## src/rdd_pkg.sv

```systemverilog
/*
  package for the ring descriptor dma scheduler: sizes, timing counts, states and carriers.
  assumes a single 200 MHz clock; a byte time is 80 ns.
*/
`default_nettype none
package rdd_pkg;
  // =====================================================
  // timing
  localparam int unsigned CLK_PERIOD_PS = 5000;
  localparam int unsigned BYTE_TIME_NS = 80;
  localparam int unsigned BYTE_CYC = (BYTE_TIME_NS * 1000) / CLK_PERIOD_PS; // 16 clocks
  localparam int unsigned SWITCH_BYTES = 16;  // descriptor/data switch overhead
  localparam int unsigned IND_BYTES_OVH = 20; // indication write overhead
  localparam int unsigned DESC_BYTES = 8;
  localparam int unsigned IND_BYTES = 8;
  localparam int unsigned DESC_CAP = 20;
  localparam int unsigned WORD_BYTES = 4;
  localparam int unsigned DESC_WORDS = DESC_BYTES / WORD_BYTES;
  localparam int unsigned IND_WORDS = IND_BYTES / WORD_BYTES;
  localparam int unsigned CNT_W = 16;
  localparam logic [CNT_W-1:0] SWITCH_CYC = CNT_W'(SWITCH_BYTES * BYTE_CYC);
  localparam logic [CNT_W-1:0] IND_OVH_CYC = CNT_W'(IND_BYTES_OVH * BYTE_CYC);

  // =====================================================
  // scheduler states and access kinds
  typedef enum logic [5:0] {
    RDD_IDLE = 6'h01,
    RDD_SETUP = 6'h02,
    RDD_DESC = 6'h04,
    RDD_DATA = 6'h08,
    RDD_IND = 6'h10,
    RDD_RXD = 6'h20
  } rdd_state_t;

  typedef enum logic [1:0] {
    RDD_K_NONE = 2'h0,
    RDD_K_RING = 2'h1,
    RDD_K_DATA = 2'h2
  } rdd_kind_t;

  // one word on the system bus port
  typedef struct packed {
    logic valid;
    logic write;
    logic rx;     // receive ring access
    logic [31:0] addr;
    logic [31:0] wdata;
  } rdd_bus_req_t;

  // one transmit descriptor: buffer address and length
  typedef struct packed {
    logic [31:0] addr;
    logic [15:0] len;
  } rdd_desc_t;
endpackage : rdd_pkg
`default_nettype wire

```

## src/rdd_desc_mem.sv

```systemverilog
/*
  small descriptor store: one write port, one registered read port.
  assumes the caller never reads and writes the same slot in one cycle.
*/
`timescale 1ns/1ps
`default_nettype none
module rdd_desc_mem #(
  parameter int unsigned DEPTH = 20,
  parameter int unsigned WIDTH = 48,
  parameter int unsigned AW = 5
) (
  // clock
  input wire logic sys_clk,
  // write side
  input wire logic wr_en,
  input wire logic [AW-1:0] wr_addr,
  input wire logic [WIDTH-1:0] wr_data,
  // read side
  input wire logic [AW-1:0] rd_addr,
  output logic [WIDTH-1:0] rd_data
);
  logic [WIDTH-1:0] mem [DEPTH];

  // storage and registered read
  always_ff @(posedge sys_clk) begin
    if (wr_en) begin
      mem[wr_addr] <= wr_data;
    end
    rd_data <= mem[rd_addr];
  end
endmodule // rdd_desc_mem
`default_nettype wire

```

## src/rdd_sched.sv

```systemverilog
/*
  ring descriptor dma scheduler: fetches transmit descriptors in bursts, moves frame
  data, fetches receive descriptors and writes receive indications over one port.
  assumes a word-wide bus port with a one-cycle ack; the mac side is a byte stream.
*/
// What this block does
// - hold up to twenty transmit descriptors internally before data moves
// - transmit data transfer wins the port over descriptor fetching
// - sixteen byte times of setup on every descriptor/data switch
// - each fetched descriptor is exactly eight bytes
// - each written frame indication is eight bytes
// - short frames: load twenty descriptors, move twenty frames, repeat
// - one switch overhead per burst of up to twenty descriptor fetches
// - receive descriptors fetched only once the receive ring is ready
// - receive indications written singly or grouped as priorities allow
// - one indication costs twenty byte times plus its eight bytes
`timescale 1ns/1ps
`default_nettype none
module rdd_sched
  import rdd_pkg::*;
#(
  parameter int unsigned DCAP = DESC_CAP,
  parameter int unsigned IND_MAX = 8
) (
  // clock and reset
  input wire logic sys_clk,
  input wire logic arst_n,
  // ring control
  input wire logic tx_ring_ready,
  input wire logic [31:0] tx_ring_base,
  input wire logic rx_ring_ready,
  input wire logic [31:0] rx_ring_base,
  input wire logic [15:0] tx_watermark,
  // system bus port
  output rdd_bus_req_t bus_req,
  input wire logic bus_ack,
  input wire logic [31:0] bus_rdata,
  // receive indications from the mac side
  input wire logic ind_valid,
  input wire logic [63:0] ind_data,
  output logic ind_ready,
  // transmit bytes toward the mac
  output logic tx_valid,
  output logic [7:0] tx_byte,
  output logic tx_last,
  input wire logic tx_ready,
  // status
  output logic [4:0] desc_count,
  output logic rx_desc_loaded,
  output rdd_kind_t port_kind
);
  localparam int unsigned AW = 5;

  // =====================================================
  // state record
  typedef struct packed {
    rdd_state_t st;
    rdd_state_t after;      // state taken after setup
    rdd_kind_t kind;        // kind of the last access
    logic [CNT_W-1:0] cnt;  // setup countdown
    logic [AW-1:0] wp;
    logic [AW-1:0] rp;
    logic [AW:0] fill;
    logic [AW:0] burst;     // descriptors fetched this burst
    logic word;             // word within an 8-byte unit
    logic [31:0] w0;
    logic [31:0] tx_ptr;
    logic [31:0] rx_ptr;
    logic rx_loaded;
    logic [3:0] ind_n;      // indications written in this group
    logic [63:0] ind_buf;
    logic [15:0] dlen;      // bytes left of current frame
    logic [31:0] daddr;
    logic [1:0] bsel;
    logic [31:0] dword;
    logic have;             // dword holds data
    logic [15:0] held;      // release gate: min of flen and watermark after first word
    logic [15:0] flen;
    logic tv;
    logic [7:0] tb;
    logic tl;
    rdd_bus_req_t req;
  } rdd_reg_t;

  rdd_reg_t q_r, q_nxt;
  rdd_desc_t rd_desc;
  logic [47:0] rd_raw;
  logic mem_we;

  function automatic logic [AW-1:0] wrap_inc(input logic [AW-1:0] p);
    wrap_inc = (p == AW'(DCAP - 1)) ? '0 : p + AW'(1);
  endfunction

  assign rd_desc = rd_raw;
  assign mem_we = (q_r.st == RDD_DESC) && bus_ack && q_r.word;

  rdd_desc_mem #(.DEPTH(DCAP), .WIDTH(48), .AW(AW)) u_mem (
    .sys_clk(sys_clk),
    .wr_en(mem_we),
    .wr_addr(q_r.wp),
    .wr_data({q_r.w0, bus_rdata[15:0]}),
    .rd_addr(q_r.rp),
    .rd_data(rd_raw)
  );

  // =====================================================
  // next-state logic
  always_comb begin
    logic want_data;
    logic want_desc;
    logic byte_out;
    want_data = (q_r.fill != '0) || (q_r.dlen != '0);
    want_desc = tx_ring_ready && (q_r.fill == '0) && (q_r.dlen == '0);
    byte_out = q_r.tv && tx_ready;
    q_nxt = q_r;
    q_nxt.req.valid = 1'b0;
    ind_ready = 1'b0;
    if (byte_out) begin
      q_nxt.tv = 1'b0;
    end
    case (q_r.st)
      RDD_IDLE: begin
        q_nxt.ind_n = '0;
        if (want_data) begin
          q_nxt.after = RDD_DATA;
          q_nxt.st = (q_r.kind == RDD_K_DATA) ? RDD_DATA : RDD_SETUP;
          q_nxt.cnt = SWITCH_CYC;
        end else if (ind_valid && rx_ring_ready) begin // indications only into a ready ring
          q_nxt.ind_buf = ind_data;
          ind_ready = 1'b1;
          q_nxt.after = RDD_IND;
          q_nxt.st = RDD_SETUP;
          q_nxt.cnt = IND_OVH_CYC;
        end else if (rx_ring_ready && !q_r.rx_loaded) begin
          q_nxt.after = RDD_RXD;
          q_nxt.st = (q_r.kind == RDD_K_RING) ? RDD_RXD : RDD_SETUP;
          q_nxt.cnt = SWITCH_CYC;
        end else if (want_desc) begin
          q_nxt.burst = '0;
          q_nxt.after = RDD_DESC;
          q_nxt.st = (q_r.kind == RDD_K_RING) ? RDD_DESC : RDD_SETUP;
          q_nxt.cnt = SWITCH_CYC;
        end
      end
      RDD_SETUP: begin
        if (q_r.cnt <= CNT_W'(1)) begin
          q_nxt.st = q_r.after;
        end else begin
          q_nxt.cnt = q_r.cnt - CNT_W'(1);
        end
      end
      RDD_DESC: begin
        q_nxt.kind = RDD_K_RING;
        q_nxt.req = '{valid: 1'b1, write: 1'b0, rx: 1'b0,
                      addr: q_r.tx_ptr + {29'h0, q_r.word, 2'b00}, wdata: '0};
        if (bus_ack) begin
          q_nxt.req.valid = 1'b0;
          q_nxt.word = ~q_r.word;
          if (!q_r.word) begin
            q_nxt.w0 = bus_rdata;
          end else begin
            q_nxt.tx_ptr = q_r.tx_ptr + 32'(DESC_BYTES);
            q_nxt.wp = wrap_inc(q_r.wp);
            q_nxt.fill = q_r.fill + (AW+1)'(1);
            q_nxt.burst = q_r.burst + (AW+1)'(1);
            if (q_r.fill + (AW+1)'(1) == (AW+1)'(DCAP) || !tx_ring_ready) begin
              q_nxt.st = RDD_IDLE;
            end
          end
        end
      end
      RDD_DATA: begin
        q_nxt.kind = RDD_K_DATA;
        if (q_r.dlen == '0 && !q_r.have) begin
          if (q_r.fill != '0 && !q_r.tv) begin
            // load next descriptor (read data registered from rp)
            q_nxt.daddr = rd_desc.addr;
            q_nxt.dlen = rd_desc.len;
            q_nxt.flen = rd_desc.len;
            q_nxt.held = '0;
            q_nxt.rp = wrap_inc(q_r.rp);
            q_nxt.fill = q_r.fill - (AW+1)'(1);
          end else if (q_r.fill == '0 && !q_r.tv) begin
            q_nxt.st = RDD_IDLE;
          end
        end else if (!q_r.have) begin
          q_nxt.req = '{valid: 1'b1, write: 1'b0, rx: 1'b0, addr: q_r.daddr, wdata: '0};
          if (bus_ack) begin
            q_nxt.req.valid = 1'b0;
            q_nxt.dword = bus_rdata;
            q_nxt.have = 1'b1;
            q_nxt.bsel = '0;
            q_nxt.daddr = q_r.daddr + 32'(WORD_BYTES);
          end
        end else if (!q_r.tv || byte_out) begin
          // release bytes once held reaches frame length or watermark; held is set there after one word
          if (q_r.held >= tx_watermark || q_r.held >= q_r.flen || q_r.held != '0) begin
            q_nxt.tv = 1'b1;
            q_nxt.tb = q_r.dword[8*q_r.bsel +: 8];
            q_nxt.tl = (q_r.dlen == 16'h0001);
            q_nxt.dlen = q_r.dlen - 16'h0001;
            q_nxt.bsel = q_r.bsel + 2'h1;
            if (q_r.bsel == 2'h3 || q_r.dlen == 16'h0001) begin
              q_nxt.have = 1'b0;
            end
          end else begin
            q_nxt.held = (q_r.flen < tx_watermark) ? q_r.flen : tx_watermark;
          end
        end
      end
      RDD_IND: begin
        q_nxt.kind = RDD_K_RING;
        q_nxt.req = '{valid: 1'b1, write: 1'b1, rx: 1'b1,
                      addr: q_r.rx_ptr + {29'h0, q_r.word, 2'b00},
                      wdata: q_r.word ? q_r.ind_buf[31:0] : q_r.ind_buf[63:32]};
        if (bus_ack) begin
          q_nxt.req.valid = 1'b0;
          q_nxt.word = ~q_r.word;
          if (q_r.word) begin
            q_nxt.rx_ptr = q_r.rx_ptr + 32'(IND_BYTES);
            q_nxt.ind_n = q_r.ind_n + 4'h1;
            // group further waiting indications unless data waits
            if (ind_valid && !want_data && q_r.ind_n + 4'h1 < 4'(IND_MAX)) begin
              q_nxt.ind_buf = ind_data;
              ind_ready = 1'b1;
            end else begin
              q_nxt.st = RDD_IDLE;
            end
          end
        end
      end
      RDD_RXD: begin
        q_nxt.kind = RDD_K_RING;
        q_nxt.req = '{valid: 1'b1, write: 1'b0, rx: 1'b1,
                      addr: q_r.rx_ptr + {29'h0, q_r.word, 2'b00}, wdata: '0};
        if (bus_ack) begin
          q_nxt.req.valid = 1'b0;
          q_nxt.word = ~q_r.word;
          if (q_r.word) begin
            q_nxt.rx_loaded = 1'b1;
            q_nxt.st = RDD_IDLE;
          end
        end
      end
      default: begin
        q_nxt.st = RDD_IDLE;
      end
    endcase
    if (!tx_ring_ready && q_r.st == RDD_IDLE && q_r.fill == '0) begin
      q_nxt.tx_ptr = tx_ring_base;
    end
    if (!rx_ring_ready) begin
      q_nxt.rx_ptr = rx_ring_base;
      q_nxt.rx_loaded = 1'b0;
    end
  end

  // =====================================================
  // state register
  always_ff @(posedge sys_clk or negedge arst_n) begin
    if (!arst_n) begin
      q_r <= '{st: RDD_IDLE, after: RDD_IDLE, kind: RDD_K_NONE, default: '0};
    end else begin
      q_r <= q_nxt;
    end
  end

  // outputs
  assign bus_req = q_r.req;
  assign tx_valid = q_r.tv;
  assign tx_byte = q_r.tb;
  assign tx_last = q_r.tl;
  assign desc_count = q_r.fill[4:0];
  assign rx_desc_loaded = q_r.rx_loaded;
  assign port_kind = q_r.kind;
endmodule // rdd_sched
`default_nettype wire

```

## config.mk

```make
export PLATFORM = sky130hd
export DESIGN_NAME = rdd_sched
export DESIGN_NICKNAME = d
export VERILOG_FILES = /design/src/rdd_pkg.sv /design/src/rdd_desc_mem.sv /design/src/rdd_sched.sv
export SDC_FILE = /design/constraint.sdc
export NUM_CORES = 2
export LEC_CHECK = 0
export BUFFER_PORTS_ARGS = -buffer_cell sky130_fd_sc_hd__clkbuf_2
export CELL_PAD_IN_SITES_DETAIL_PLACEMENT = 1
export CELL_PAD_IN_SITES_GLOBAL_PLACEMENT = 2
export CORE_MARGIN = 5
export CORE_UTILIZATION = 30
export DETAILED_ROUTE_END_ITERATION = 12
export GPL_ROUTABILITY_DRIVEN = 1
export GPL_TIMING_DRIVEN = 0
export PLACE_DENSITY = 0.55
export SYNTH_ARGS = -nofsm -noshare
export SYNTH_HDL_FRONTEND = slang
export SYNTH_SLANG_ARGS = --single-unit
export TNS_END_PERCENT = 5
```

## constraint.sdc

```tcl
create_clock -name sys_clk -period 4.9 [get_ports sys_clk]
set_input_delay 0.735 -clock sys_clk [delete_from_list [all_inputs] [get_ports sys_clk]]
set_output_delay 0.735 -clock sys_clk [all_outputs]
set_load 0.02 [all_outputs]
```

# After elaboration in Yosys (flattened, before gate mapping)
# Memory sizes are Yosys's and may differ from the RTL's. A register that Yosys moved wholly into a read port is not among the register bits.
# Index checks and enable logic that the tools add are counted.
[classes] n_eq_ne=46 n_mux=95 n_reduce_logical=70 add_sub_neg=14 order_cmp=5 bitwise_logic=3 shifts=1
[ops] op="two-way mux 32 bit" count=10
[ops] op="case mux 67 bit (4 select lines)" count=1
[ops] op="two-way mux 16 bit" count=12
[ops] op="two-way mux 64 bit" count=3
[ops] op="two-way mux 77 bit" count=2
[ops] op="two-way mux 68 bit" count=2
[ops] op="case mux 68 bit (2 select lines)" count=1
[ops] op="two-way mux 67 bit" count=2
[ops] op="two-way mux 6 bit" count=19
[ops] op="two-way mux 48 bit" count=2
[ops] op="adder 32 x 3 -> 32 bit" count=2
[ops] op="adder 32 x 4 -> 32 bit, second input constant" count=2
[ops] op="two-way mux 12 bit" count=5
[ops] op="!= test 2 bit, second input constant" count=22
[ops] op="two-way mux 10 bit" count=4
[ops] op="case mux 6 bit (6 select lines)" count=1
[ops] op="two-way mux 33 bit" count=1
[ops] op="adder 32 x 3 -> 32 bit, second input constant" count=1
[ops] op=">= comparator 16 bit" count=2
[ops] op="case mux 16 bit (2 select lines)" count=1
[ops] op="nonzero test 16 bit" count=2
[ops] op="variable part select 32 x 6 -> 8 bit" count=1
[ops] op="subtractor 16 x 1 -> 16 bit, second input constant" count=2
[ops] op="AND reduction 3 bit" count=10
[ops] op="other kinds (46)" count=124
[totals] mem_bits_rw=960 register_bits=410 n_memories=1 input_bits=183 out_inout_bits=86
[mem_list] memory="u_mem.mem" depth=20 width=48 rd=1 rd_clocked_by_memory_dff=1 wr=1 line="rdd_desc_mem.sv:22" text="logic [WIDTH-1:0] mem [DEPTH];"

# Logic depth before layout (Yosys ltp)
[logic_depth] depth_word=9 mapped_depth=11 mapped_depth_nobuf=9

# Cells and area by module
# Synthesis repeated with hierarchy kept, for this count alone.
[unflattened] hier_cells=4413 area_unflattened_um2=60023.8
[modules_own_cells] mod="rdd_desc_mem" n_inst=1 cells_each=2021 area_per_inst_um2=37877.6
[modules_own_cells] mod="rdd_sched" n_inst=1 cells_each=2392 area_per_inst_um2=22146.2

# Worst setup path after synthesis
# Ideal clock, no wire load.
[synth_path] kind="input-to-reg" start="in bus_ack" end="mem u_mem.mem[15][0] (enable)" setup_ns=0.454 t_arrival_ns=3.749 path_slack_ns=0.697 path_stages=6 cell_sequence="clkbuf_1 nand2_1 nor2_1 clkbuf_1 nand2_1 nor2_1"
[synth_via] elab_chain_len=4
[synth_lines] element="start, declared" line="rdd_sched.sv:36" text="input wire logic bus_ack,"
[synth_lines] element="logical AND 1 bit (2 in series)" line="rdd_sched.sv:95" text="assign mem_we = (q_r.st == RDD_DESC) && bus_ack && q_r.word;"
[synth_lines] element="two-way mux 1 bit" line="rdd_desc_mem.sv:26" text="if (wr_en) begin"
[synth_lines] element="two-way mux 1 bit (not written as such)" line="rdd_desc_mem.sv:27" text="mem[wr_addr] <= wr_data;"
[synth_lines] element="end, declared" line="rdd_desc_mem.sv:22"
# Every way passes these cells.

# Worst setup path after layout
[layout_path] start="reg q_r (netlist bit desc_count[0])" end="out ind_ready"
[layout_via] elab_chain_len=9 elab_cells_between_ends=10 cone_classes="mux (5); reduce/logical (5)"
[layout_lines] element="start, declared" line="rdd_sched.sv:85" text="rdd_reg_t q_r, q_nxt;"
[layout_lines] element="start signal, assigned" line="rdd_sched.sv:264" text="q_r <= q_nxt;"
[layout_lines] element="nonzero test 6 bit *" line="rdd_sched.sv:112" text="want_data = (q_r.fill != '0) || (q_r.dlen != '0);"
[layout_lines] element="logical OR 1 bit *" line="rdd_sched.sv:112"
[layout_lines] element="logical NOT 1 bit" line="rdd_sched.sv:223" text="if (ind_valid && !want_data && q_r.ind_n + 4'h1 < 4'(IND_MAX)) begin"
[layout_lines] element="logical AND 1 bit (2 in series)" line="rdd_sched.sv:223"
[layout_lines] element="two-way mux 1 bit" line="rdd_sched.sv:223"
[layout_lines] element="two-way mux 1 bit" line="rdd_sched.sv:219" text="if (q_r.word) begin"
[layout_lines] element="two-way mux 1 bit" line="rdd_sched.sv:216" text="if (bus_ack) begin"
[layout_lines] element="case mux 1 bit (2 select lines) *" line="rdd_sched.sv:121" text="case (q_r.st)"
[layout_lines] element="end, declared" line="rdd_sched.sv:41" text="output logic ind_ready,"
# Mark *: on every way between the ends. The rest lies on a longest branch, timed or not.

==> flow_summary.yaml <==
place:
  dp_hpwl_um: 137000
  numPortBuffers: 267
  placed_cell_area_sq_mm: 0.0651
  gp_congestion: 0.824
  dp.cells: 6690
finish:
  multi_input_area_sq_mm: 0.0178
  drive_above_1_share_pct: 26.8
  syn_to_final_growth_pct: 19.3
  stdcell_area_sq_mm: 0.0706
  seqCellArea_sq_mm: 0.0399
  final_nets: 4472
  num-fill-cells: 20100
  final_core_util_pct: 35.9
  finalNonFillerCells: 7003
timing:
  setup_viol: 0
  maxSlewViolCount: 0
  clock_skew_ps: 39.8
  slew_headroom_pct: 4.62
  fin_crit_sh_pct: 94.9
  rsz0062_at_grt: "false"
  tightest_slew_ps: 1430
  fmax_mhz: 215
  period_minus_slack_ps: 4650
  hold_viol_final: 0
worst_setup_path:
  cp-startpoint: "desc_count[0]"
  cp-start-kind: "register"
  reg2reg_slack_ps: 450
  critPathMaxStageDelay_ps: 650
  cp_data_arrival_time_ps: 3910
  reg2reg_from: "q_r[371]"
  crit_type: "register to output pin"
  timing.rr.end: "u_mem.rd_data[34]"
  crit_slowest_cell: "or4b_2"
  worstSetupEndpointType: "output pin"
  crit_family: "simple AND/OR/NAND/NOR gates"
  worstPathRequired_ps: 4160
  path_cells: "inv_1 > ha_1 > or4b_2 > or2_1 > nor3_4 > and2_1 > buf_2 > clkbuf_4 > clkbuf_2"
  cp_num_buf_inv: 4
  crit_fanout: 10
  reg2reg_depth: 6
detailed_routing:
  drc_errors: 0
  wl_met3_um: 8340
  highest_layer: "met4"
  routed_wl_um: 193000
  ant_nets: 0
  met1_length_um: 87000
  firstDrtPassIters: 6
  vias: 34800
  wl_met2_um: 93400
  drt_iter0_markers: 2486
  wire_per_inst_um: 27.6
  viasPerCell: 4.96
yosys:
  synthArstFlopShare_pct: 28.6
  synth_most_common_cell: "edfxtp_1"
  synth_edf_count: 960
  synthTopCellsByCount: "edfxtp_1, dfrtp_1, nand2_1"
  ys_warn_count: 0
  synth_area_leader_cell: "edfxtp_1"
  synthFlopType: "edfxtp_1"
  ys_ff_latch: 1411
  synthCells: 3732
  seq_area_frac_synth_pct: 67.4
  synth.distinct_cells: 82
  syn_area_sq_mm: 0.0592
  synthesis.nets: 3983
  synthTopCellsByArea: "edfxtp_1, dfrtp_1, mux4_2, mux2_2, nand2_1"
  synth_top_area_share_pct: 48.7
  syn_avg_cell_area_sq_um: 15.9
clocking:
  clock-sinks: 1411
  cts.clk_slew.worst_paths_ps: 60
  htreeDepth: 4
  clockBufferDepth: 3
  cts_buffers: 165
  tritoncts: "built"
  cts-root-buf: "clkbuf_16"
  clk_latency_ps: 810
hold_path:
  hold_depth: 3
  hp-class: "primary input to register"
  min_from: "tx_ring_base[15]"
  hold_path_end: "q_r[308]"
global_route:
  antenna_found_initial: 8
  grt_pass1_vias: 36800
  grt_usage_pct: 18.5
  grt_max_degree: 95
  grt_pass1_wl_um: 276000
  overflow: 0
floorplan:
  start_util_pct: 30.1
  core_sq_mm: 0.197
  fp.dieArea_sq_mm: 0.206
  rows: 163
  die_w_um: 454
  die_y_um: 454
  io_pins: 269
outcome:
  outcome: "finished, final reports clean"
power_and_ir_drop:
  power_leakage_nw: 27.0
  pwr_density_cell_mw_per_mm2: 360
  p_total_w: 0.0254
  irDropWorstVdd_v: 0.000262
flow_run:
  maxCapViolCount: 0
[timing repair]
action	4_1_cts	5_1_grt
hold buffers	1	0
hold endpoints to repair	18	0
pin swaps	0	1
endpoints found under the setup margin	19	1
resized for setup	1	2
setup buffers	0	3
[metal layers]
layer  vias up  GRT usage (%)
li1      15300              -
met1     18400           25.5
met2       788           30.7
met3       217           2.81
met4         0           4.95
met5         -              0
[logic make-up (layout without fill, tap and decap cells)]
group                    Yosys count  after routing  share of synthesized area (%)
AO/OA/AOI/OAI                    438            438                           4.61
XOR/XNOR                         115            115                           1.70
adder cells (fa/ha/maj)           68             68                           1.44
buffers and inverters            348            975                           2.80
flip-flops                      1411           1411                           67.4
multiplexers                     513            513                           15.3
other                              0              4                              0
AND/OR/NAND/NOR                  839            839                           6.78
[through the flow]
stage / TNS (ps) / worst slack [ps] / hold slack (ps)
2_1_floorplan: 0 / 697 / 398
3_3_place_gp: -6708110 / -7830 / 454
3_5_place_dp: -260 / -19.5 / 456
4_1_cts: 0 / 57.1 / 61.1
5_1_grt: 0 / 24.4 / 106
6_report: 0 / 251 / 138
[worst register-to-register path, stage by stage (launching register included)]
cell      delay (ps)
dfrtp_1          360
clkbuf_1         590
clkbuf_1        1030
buf_1            970
mux4_2           430
mux4_2           520
mux2_2           390
[sequential cells by signal, indices dropped and copies added (netlist names)]
signal / count
tx_valid: 1
q_r: 318
u_mem.mem: 960
bus_req: 67
rx_desc_loaded: 1
desc_count: 5
tx_last: 1
tx_byte: 8
port_kind: 2
u_mem.rd_data: 48
[area by class of cell]
cell class              instances  share of cell area, %
flip-flops and latches       1411                   56.5
multi-input cells            1973                   25.2
clock buffers                 241                   6.67
well taps                    2640                   4.68
repair buffers                322                   3.58
plain buffers                 283                   2.01
clock inverters                64                  0.972
inverters                      65                  0.346
diodes                          4                 0.0142
[cells in the final DEF (no fill, tap or decap), drive strengths merged, types with 16 or more instances in the layout]
| cell type | instances |
|---|---|
| mux2i | 55 |
| and3 | 29 |
| dfxtp | 48 |
| edfxtp | 960 |
| nor2 | 164 |
| inv | 72 |
| or3 | 21 |
| nand3 | 73 |
| mux2 | 162 |
| buf | 193 |
| nand4 | 32 |
| o22ai | 35 |
| nand2 | 326 |
| xor2 | 63 |
| dfrtp | 401 |
| clkbuf | 652 |
| mux4 | 296 |
| a31oi | 16 |
| xnor2 | 52 |
| o2bb2ai | 18 |
| ha | 68 |
| o21ai | 164 |
| clkinv | 47 |
| a21oi | 93 |
| nor4 | 29 |
| nor3 | 74 |
[where the power goes]
| group | leakage (nW) | internal (W) | switching [W] |
|---|---|---|---|
| registers | 16.1 | 0.0127 | 0.0000509 |
| clock network | 2.62 | 0.00716 | 0.00506 |
| logic | 8.26 | 0.000141 | 0.000318 |
| total | 27.0 | 0.0200 | 0.00543 |
[how the worst max path moves through the flow]
| stage | to | slack [ps] | cells past startpoint |
|---|---|---|---|
| finish | ind_ready | 250 | 9 |
| global route | ind_ready | 20 | 9 |
| CTS | ind_ready | 60 | 9 |
| detailed placement | u_mem.mem[11][33] | -20 | 8 |
| global placement | q_r[206] | -7830 | 1 |
| floorplan | u_mem.mem[15][0] | 700 | 6 |
(Power assumes the default switching activity.)
